`config.mk`:
```
export PLATFORM = sky130hd
export DESIGN_NAME = dsf_status_flags
export DESIGN_NICKNAME = d
export VERILOG_FILES = /design/src/hdl/dsf_pkg.sv /design/src/hdl/dsf_status_flags.sv /design/src/hdl/dsf_timeout.sv
export VERILOG_INCLUDE_DIRS = /design/src /design/src/hdl
export SDC_FILE = /design/constraint.sdc
export NUM_CORES = 1
export LEC_CHECK = 0
export ABC_AREA = 0
export BUFFER_PORTS_ARGS = -buffer_cell sky130_fd_sc_hd__buf_2
export CORE_ASPECT_RATIO = 0.5
export CORE_MARGIN = 4
export CORE_UTILIZATION = 35
export CTS_BUF_LIST = sky130_fd_sc_hd__clkbuf_2 sky130_fd_sc_hd__clkbuf_4 sky130_fd_sc_hd__clkbuf_8
export CTS_CLUSTER_SIZE = 30
export DETAILED_ROUTE_END_ITERATION = 8
export GPL_TIMING_DRIVEN = 0
export SETUP_SLACK_MARGIN = 0.1
export SLEW_MARGIN = 10
export SYNTH_ARGS = -nofsm -noshare
export SYNTH_HDL_FRONTEND = slang
export SYNTH_HIERARCHICAL = 1
export SYNTH_SLANG_ARGS = --single-unit
```
`constraint.sdc`:
```
create_clock -name sys_clk -period 1.7 [get_ports sys_clk]
set_clock_uncertainty 0.2 [all_clocks]
set_input_delay 0.17 -clock sys_clk [delete_from_list [all_inputs] [get_ports sys_clk]]
set_output_delay 0.17 -clock sys_clk [all_outputs]
set_load 0.02 [all_outputs]
```
`src/hdl/dsf_params.svh`:
```
`ifndef DSF_PARAMS_SVH
`define DSF_PARAMS_SVH

// Bit positions of the flags in the low debug status byte.
`define DSF_OVERRUN_BIT   3'd4
`define DSF_NO_RESPONSE_FLAG_BIT    3'd3
`define DSF_READ_INVALID_FLAG_BIT     3'd2

// Reset value of the low status byte and the substitute data byte.
`define DSF_STATUS_RESET  8'h00
`define DSF_SUBST_BYTE    8'hEE

// Core clock cycles an access may wait for a free bus cycle.
`define DSF_NO_RESPONSE_FLAG_CYCLES 512
`define DSF_TIMER_WIDTH   10

`endif

```
`src/hdl/dsf_pkg.sv`:
```
package dsf_pkg;

  // Command events from the serial command decoder, one-cycle pulses except cmdBusy.
  typedef struct packed {
    logic cmdStart;
    logic cmdBusy;
    logic syncReq;
    logic dataRetrieveStart;
    logic enterDebugCmd;
    logic cpuRegCmd;
    logic singleStepCmd;
    logic memOrPcCmd;
  } dsf_cmd_s;

  // Levels describing handshake configuration and CPU power modes.
  typedef struct packed {
    logic ackEnable;
    logic ackPending;
    logic cycleBitA;
    logic stopMode;
    logic stopClockKeep;
    logic waitMode;
    logic enteringWait;
    logic waitReturnPending;
    logic bdcEnabled;
  } dsf_mode_s;

  // State of the internal access on the chip bus.
  typedef struct packed {
    logic       accessReq;
    logic       isWrite;
    logic       freeCycle;
    logic       abortable;
    logic       extWait;
    logic       readValid;
    logic       eccError;
    logic [7:0] readData;
  } dsf_access_s;

  typedef enum logic [0:0] {
    DSF_AB_IDLE = 1'b0,
    DSF_AB_HOLD = 1'b1
  } dsf_abort_e;

endpackage

```
`src/hdl/dsf_status_flags.sv`:
```
`timescale 1ns/100ps
`include "dsf_params.svh"

// How it works
// - A new command arriving while the current one is still busy sets the overrun flag at bit 4.
// - With handshake pulses on, the host pulling the debug pin low during a pending pulse sets overrun.
// - Overrun blocks internal debug accesses until a SYNC, and only a SYNC clears it.
// - An access that finds no free bus cycle within 512 core cycles sets no-response at bit 3.
// - With handshake off or cycle stealing on, an unfinished read at data retrieval or an unfinished write at the next command sets no-response.
// - In stop mode with the stop-clock keep bit clear, memory or PC sampling accesses set no-response.
// - No-response set by an access cause aborts an abortable access, but not while the external wait is asserted.
// - An enter-debug command in wait mode sets no-response without abort and completes after wait ends.
// - Every CPU register command in wait mode sets no-response again.
// - Any command arriving while the CPU has not yet returned from wait sets no-response.
// - A single step issued with the controller enabled as the device enters wait sets no-response.
// - While no-response is set, every data byte returned is 0xEE.
// - No-response and read-invalid clear only by writing one to their bit; zero leaves them.
// - An ECC error on a debug read sets read-invalid at bit 2.
// - A read that raises read-invalid with no-response clear still returns the data actually read.
module dsf_status_flags #(
  parameter int NO_RESPONSE_FLAG_CYCLES = `DSF_NO_RESPONSE_FLAG_CYCLES
) (
  // Clock, reset and clock enable
  input  wire logic                sys_clk,
  input  wire logic                reset_n,
  input  wire logic                clkEn,
  // Debug pin level, asynchronous to sys_clk
  input  wire logic                debugPin,
  // Decoder, mode and bus inputs
  input  wire dsf_pkg::dsf_cmd_s   cmdIn,
  input  wire dsf_pkg::dsf_mode_s  modeIn,
  input  wire dsf_pkg::dsf_access_s accessIn,
  // Host write of the low status byte
  input  wire logic                statusWrite,
  input  wire logic [7:0]          statusWrData,
  // Results
  output logic [7:0]               debugStatusLow,
  output logic                     accessSuppress,
  output logic                     abortAccess,
  output logic                     debugEnter,
  output logic [7:0]               readDataOut,
  output logic                     readDataValid
);
  import dsf_pkg::*;

  ////////////////////////////////////////////////////////////////////////////
  logic       pinSync1;
  logic       pinSync2;
  logic       pinPrev;
  logic       pinFall;
  logic       timeoutHit;
  logic       ovrSet;
  logic       nrAccessSet;
  logic       nrSet;
  logic       riSet;
  logic       nrClear;
  logic       riClear;
  logic [7:0] status_next;
  logic       enterPend_reg;
  logic       enterPend_next;
  logic       debugEnter_next;
  logic       abortAccess_next;
  logic [7:0] readDataOut_next;
  dsf_abort_e abort_reg;
  dsf_abort_e abort_next;

  function automatic logic bitAt(input logic [7:0] val, input logic [2:0] pos);
    bitAt = val[pos];
  endfunction

  ////////////////////////////////////////////////////////////////////////////
  // The pin is synchronised before the edge detector sees it.
  always_ff @(posedge sys_clk or negedge reset_n) begin
    if (!reset_n) begin
      pinSync1 <= 1'b1;
      pinSync2 <= 1'b1;
      pinPrev  <= 1'b1;
    end else if (clkEn) begin
      pinSync1 <= debugPin;
      pinSync2 <= pinSync1;
      pinPrev  <= pinSync2;
    end
  end

  assign pinFall = pinPrev & ~pinSync2;

  dsf_timeout #(
    .LIMIT (NO_RESPONSE_FLAG_CYCLES),
    .WIDTH (`DSF_TIMER_WIDTH)
  ) u_timeout (
    .sys_clk (sys_clk),
    .reset_n (reset_n),
    .clkEn   (clkEn),
    .waiting (accessIn.accessReq & ~accessIn.freeCycle & ~accessSuppress),
    .expired (timeoutHit)
  );

  ////////////////////////////////////////////////////////////////////////////
  always_comb begin
    ovrSet = (cmdIn.cmdStart & cmdIn.cmdBusy)
           | (modeIn.ackEnable & modeIn.ackPending & pinFall);
    nrAccessSet = timeoutHit
      | ((~modeIn.ackEnable | modeIn.cycleBitA) & accessIn.accessReq
         & ((~accessIn.isWrite & cmdIn.dataRetrieveStart)
            | (accessIn.isWrite & cmdIn.cmdStart)))
      | (modeIn.stopMode & ~modeIn.stopClockKeep & cmdIn.memOrPcCmd);
    nrSet = nrAccessSet
      | (modeIn.waitMode & cmdIn.enterDebugCmd)
      | (modeIn.waitMode & cmdIn.cpuRegCmd)
      | (modeIn.waitReturnPending & cmdIn.cmdStart)
      | (modeIn.enteringWait & modeIn.bdcEnabled & cmdIn.singleStepCmd);
    riSet   = accessIn.readValid & accessIn.eccError;
    nrClear = statusWrite & bitAt(statusWrData, `DSF_NO_RESPONSE_FLAG_BIT);
    riClear = statusWrite & bitAt(statusWrData, `DSF_READ_INVALID_FLAG_BIT);

    // Flags other than these three are held elsewhere and read as zero here.
    status_next = `DSF_STATUS_RESET;
    status_next[`DSF_OVERRUN_BIT] = ovrSet
      | (bitAt(debugStatusLow, `DSF_OVERRUN_BIT) & ~cmdIn.syncReq);
    status_next[`DSF_NO_RESPONSE_FLAG_BIT] = nrSet
      | (bitAt(debugStatusLow, `DSF_NO_RESPONSE_FLAG_BIT) & ~nrClear);
    status_next[`DSF_READ_INVALID_FLAG_BIT] = riSet
      | (bitAt(debugStatusLow, `DSF_READ_INVALID_FLAG_BIT) & ~riClear);

    // Data returned follows the flag value of the same access.
    readDataOut_next = bitAt(status_next, `DSF_NO_RESPONSE_FLAG_BIT) ? `DSF_SUBST_BYTE
                                                         : accessIn.readData;
  end

  ////////////////////////////////////////////////////////////////////////////
  // An abort held off by the external wait is kept pending, since the bus
  // cannot drop an external cycle mid-flight.
  always_comb begin
    abort_next       = abort_reg;
    abortAccess_next = 1'b0;
    unique case (abort_reg)
      DSF_AB_IDLE: begin
        if (nrAccessSet && accessIn.abortable) begin
          if (accessIn.extWait) begin
            abort_next = DSF_AB_HOLD;
          end else begin
            abortAccess_next = 1'b1;
          end
        end
      end
      DSF_AB_HOLD: begin
        if (!accessIn.extWait) begin
          abortAccess_next = 1'b1;
          abort_next       = DSF_AB_IDLE;
        end
      end
    endcase
  end

  // Enter-debug in wait mode is remembered and released when wait ends.
  always_comb begin
    enterPend_next  = enterPend_reg;
    debugEnter_next = 1'b0;
    if (cmdIn.enterDebugCmd && modeIn.waitMode) begin
      enterPend_next = 1'b1;
    end else if (enterPend_reg && !modeIn.waitMode) begin
      enterPend_next  = 1'b0;
      debugEnter_next = 1'b1;
    end else if (cmdIn.enterDebugCmd) begin
      debugEnter_next = 1'b1;
    end
  end

  always_ff @(posedge sys_clk or negedge reset_n) begin
    if (!reset_n) begin
      debugStatusLow <= `DSF_STATUS_RESET;
      accessSuppress <= 1'b0;
      abort_reg      <= DSF_AB_IDLE;
      abortAccess    <= 1'b0;
      enterPend_reg  <= 1'b0;
      debugEnter     <= 1'b0;
      readDataOut    <= 8'h00;
      readDataValid  <= 1'b0;
    end else if (clkEn) begin
      debugStatusLow <= status_next;
      accessSuppress <= status_next[`DSF_OVERRUN_BIT];
      abort_reg      <= abort_next;
      abortAccess    <= abortAccess_next;
      enterPend_reg  <= enterPend_next;
      debugEnter     <= debugEnter_next;
      readDataOut    <= readDataOut_next;
      readDataValid  <= accessIn.readValid;
    end
  end
endmodule // dsf_status_flags

```
`src/hdl/dsf_timeout.sv`:
```
`timescale 1ns/100ps
`include "dsf_params.svh"

module dsf_timeout #(
  parameter int LIMIT = `DSF_NO_RESPONSE_FLAG_CYCLES,
  parameter int WIDTH = `DSF_TIMER_WIDTH
) (
  // Clock and reset
  input  wire logic sys_clk,
  input  wire logic reset_n,
  input  wire logic clkEn,
  // Wait condition and expiry
  input  wire logic waiting,
  output logic      expired
);

  logic [WIDTH-1:0] count_reg;
  logic [WIDTH-1:0] count_next;
  logic             expired_next;

  // A limit the counter cannot reach would never expire, so refuse it at elaboration.
  if (LIMIT < 2 || LIMIT >= (1 << WIDTH)) begin : g_bad_limit
    $error("dsf_timeout: LIMIT does not fit the counter");
  end

  // The counter restarts whenever a free cycle ends the wait, so only a
  // continuous wait of LIMIT cycles expires; expiry pulses for one cycle and repeats every LIMIT cycles while the wait lasts.
  always_comb begin
    count_next   = '0;
    expired_next = 1'b0;
    if (waiting) begin
      if (count_reg == WIDTH'(LIMIT - 1)) begin
        expired_next = 1'b1;
        count_next   = '0;
      end else begin
        count_next = count_reg + WIDTH'(1);
      end
    end
  end

  always_ff @(posedge sys_clk or negedge reset_n) begin
    if (!reset_n) begin
      count_reg <= '0;
      expired   <= 1'b0;
    end else if (clkEn) begin
      count_reg <= count_next;
      expired   <= expired_next;
    end
  end

endmodule // dsf_timeout

```
==> summary.txt <==
outcome -> finished clean
Initial Util -> 37.2%
Root Driver -> clkbuf_8
via count -> 1,379
Die ar. -> 5430 µm²
Final Util -> 55.4%
crit path to -> u_timeout/count_reg[8]$_DFFE_PN0P_
minimum clock period -> 1.55 ns
WP data required -> 1.69 ns
sequential element share of the synthesized area -> 50.6%
dpl cell area -> 1850 µm²
Final setup viols -> 0
num ports -> 65
Int Power -> 0.00127 W
Synth async-reset ratio -> 100%
Multi-input gate area -> 671 µm²
Setup WS pre-CTS -> -0.000730 ns
fin crit share -> 91.4%
Syn Area/Cell -> 10.1 µm²
Total Power -> 0.00171 W
Slew Limit Headroom -> 55.6%
synth warn -> 6
dominant cell type by area after synthesis -> dfrtp_1
MaxCap Viol Count -> 0
DRC -> 0
CP startpoint kind -> flop
gr usage total -> 15.0%
switch share -> 26.1%
1st-iter DRT viols -> 25
largest cells by area after synthesis -> dfrtp_1 45%, dfstp_2 5.3%, inv_1 3.3%, buf_4 3.0%, mux2_2 3.0%
VDD IR-drop max -> 0.507 mV
Detailed Routing Iterations Pass 1 -> 4
fin. max-slew vios -> 0
P_leak -> 1.01 nW
Worst setup EP type -> flop
chip width -> 100 µm
Area growth, synth to finish -> 48.8%
max reg flops -> 10
Placeable Area -> 4000 µm²
setup slack after layout -> 0.147 ns
number of filler cells placed in the layout -> 370
Critical R2R Capture -> u_timeout/count_reg[8]$_DFFE_PN0P_
die height -> 54.2 µm
Seq. cell area -> 758 µm²
Post-synth EDFFs -> 0
post-DP HPWL -> 2600 µm
clk_lat worst skew -> 0.28 ns
Hold WC Path Type -> in2reg
# H-tree levels -> 2
PD cells -> 772 nW/µm²
crit path kind -> reg2reg
num rows -> 16
Reg-to-Reg Start -> accessSuppress$_DFFE_PN0P_
Port Buffers -> 53
Clk pwr share -> 34.5%
Antenna Nets Post-Route -> 0
prevailing post-synth register cell -> dfrtp_1
CTS Buf Count -> 5
top post-synthesis cells by count -> 27 x dfrtp_1, 13 x inv_1, 10 x nor2_1
delay of the slowest cell on the worst path -> 0.44 ns
Final Cell Area -> 2220 µm²
CTS Sinks -> 30
antenna fix cells -> 0
Reg power frac -> 47.0%
reg2reg setup slack -> 0.15 ns
CP arrival -> 1.55 ns
Final GP Congestion -> 0.755
vias per std cell -> 4.71
largest net degree at the start of global routing -> 31
layout net count -> 284
CP max FO -> 4
GRT Residual Overflow -> 0
crit path cell chain -> nor3b_4, nand2_2, or3_4, o211ai_1
Max Clk Rate -> 644 MHz
synthesized area -> 1490 µm²
vias in the first global route -> 1,417
slowest CP cell -> dfrtp_2
CTS tree -> done
WL/cell -> 12.7 µm
Crit. Startpoint -> accessSuppress$_DFFE_PN0P_
Fin. Hold Viols -> 0
final WL -> 3710 µm
top-count cell post-synth -> dfrtp_1
ratio of cells with drive above 1 in the final layout -> 41.4%
Sw Pwr -> 0.000447 W
number of antenna violations at the first check in global routing -> 0
Comb pwr share -> 18.5%
Synth top area share -> 45.3%
post-synthesis cell count -> 148
deepest clock path buffer count -> 2
Synth cell types -> 44
Hold Slack -> 0.00378 ns
Worst-Margin Slew -> 0.666 ns
FF-to-FF path depth -> 4
RSZ-0062 raised after global routing -> yes
first-pass GRT wire length -> 6250 µm
synthesized flop and latch total -> 30
CTS clock-pin slew for the worst setup and hold paths -> 0.06 ns
## stage by stage
step                cells  setup TNS, ns
floorplan             152              0
global placement      259              0
detailed placement    259      -0.000730
CTS                   288              0
global route          293              0
finish                293              0
## cells by family (layout without fill, tap and decap cells)
kind of cell | after synthesis | after routing | share of synthesized area [%]
adders and majority gates | 1 | 1 | 0.839
muxes | 5 | 5 | 4.03
and+or+nand+nor | 47 | 47 | 17.2
xor gates and xnor gates | 2 | 2 | 1.17
AOI/OAI and AO/OA | 38 | 38 | 17.7
buffers and inverters | 24 | 111 | 8.22
DFF | 30 | 30 | 50.6
other | 1 | 5 | 0.251
## repair_timing
action | in CTS | in global routing
endpoints found under the hold margin | 43 | 1
setup endpoints to repair | 11 | 11
gates resized for setup | 4 | 7
buffers inserted | 2 | 5
pin swaps | 1 | 3
hold buffers | 19 | 1
## area by class of cell
type / count / share of cell area, %
Timing Repair Buffer: 79 / 22.9
Sequential cell: 30 / 34.2
Tap cell: 54 / 3.04
Buffer: 11 / 3.38
Clock buffer: 8 / 4.11
Inverter: 13 / 2.20
Multi-Input combinational cell: 98 / 30.2
## cell usage in the layout, fill, tap and decap left out, types with 3 or more instances in the layout
| master | Yosys | final |
|---|---|---|
| dlygate4sd3_1 | 0 | 19 |
| clkbuf_4 | 0 | 3 |
| nand3_1 | 7 | 7 |
| a31oi_1 | 6 | 6 |
| dfrtp_1 | 27 | 24 |
| a21oi_1 | 6 | 6 |
| nand4_1 | 3 | 3 |
| nand2b_1 | 5 | 5 |
| dfrtp_2 | 0 | 3 |
| nor2_1 | 10 | 10 |
| o21ai_0 | 6 | 6 |
| a32o_1 | 3 | 3 |
| mux2_2 | 4 | 4 |
| buf_2 | 2 | 56 |
| dfstp_2 | 3 | 3 |
| buf_4 | 6 | 13 |
| conb_1 | 1 | 5 |
| inv_1 | 13 | 13 |
| nand2_1 | 8 | 6 |
| clkbuf_8 | 0 | 5 |
## power by group through the flow
stage	sequential (W)	combinational, W	clock, W
floorplan	0.000842	0.000129	0
global placement	0.000816	0.000269	0
detailed placement	0.000817	0.000273	0
CTS	0.000806	0.000317	0.000612
global route	0.000813	0.000350	0.000655
finish	0.000806	0.000317	0.000591
## layer usage
layer	wire [µm]	track usage (%)
met1	1570	17.1
met2	2010	28.5
met3	132	4.27
met4	8	3.36
met5	0	0
## how the worst min path moves through the flow
stage          startpoint                            end  slack [ns]  depth (start not counted)
2_1_floorplan     reset_n        abortAccess$_DFFE_PN0P_       -0.33                          0
3_3_place_gp      reset_n  debugStatusLow[2]$_DFFE_PN0P_        0.05                          1
3_5_place_dp      reset_n  debugStatusLow[2]$_DFFE_PN0P_        0.05                          1
4_1_cts          cmdIn[6]     accessSuppress$_DFFE_PN0P_       0.004                          3
5_1_grt          cmdIn[6]     accessSuppress$_DFFE_PN0P_        0.03                          3
6_report         cmdIn[6]     accessSuppress$_DFFE_PN0P_       0.004                          3
## worst max-delay path, delay by kind of cell (launching register included)
kind               cells  cell delay, ns
AOI/OAI and AO/OA      1            0.18
and+or+nand+nor        3            0.65
DFF                    1            0.44
Note: power is estimated with default switching activity, not from simulation.
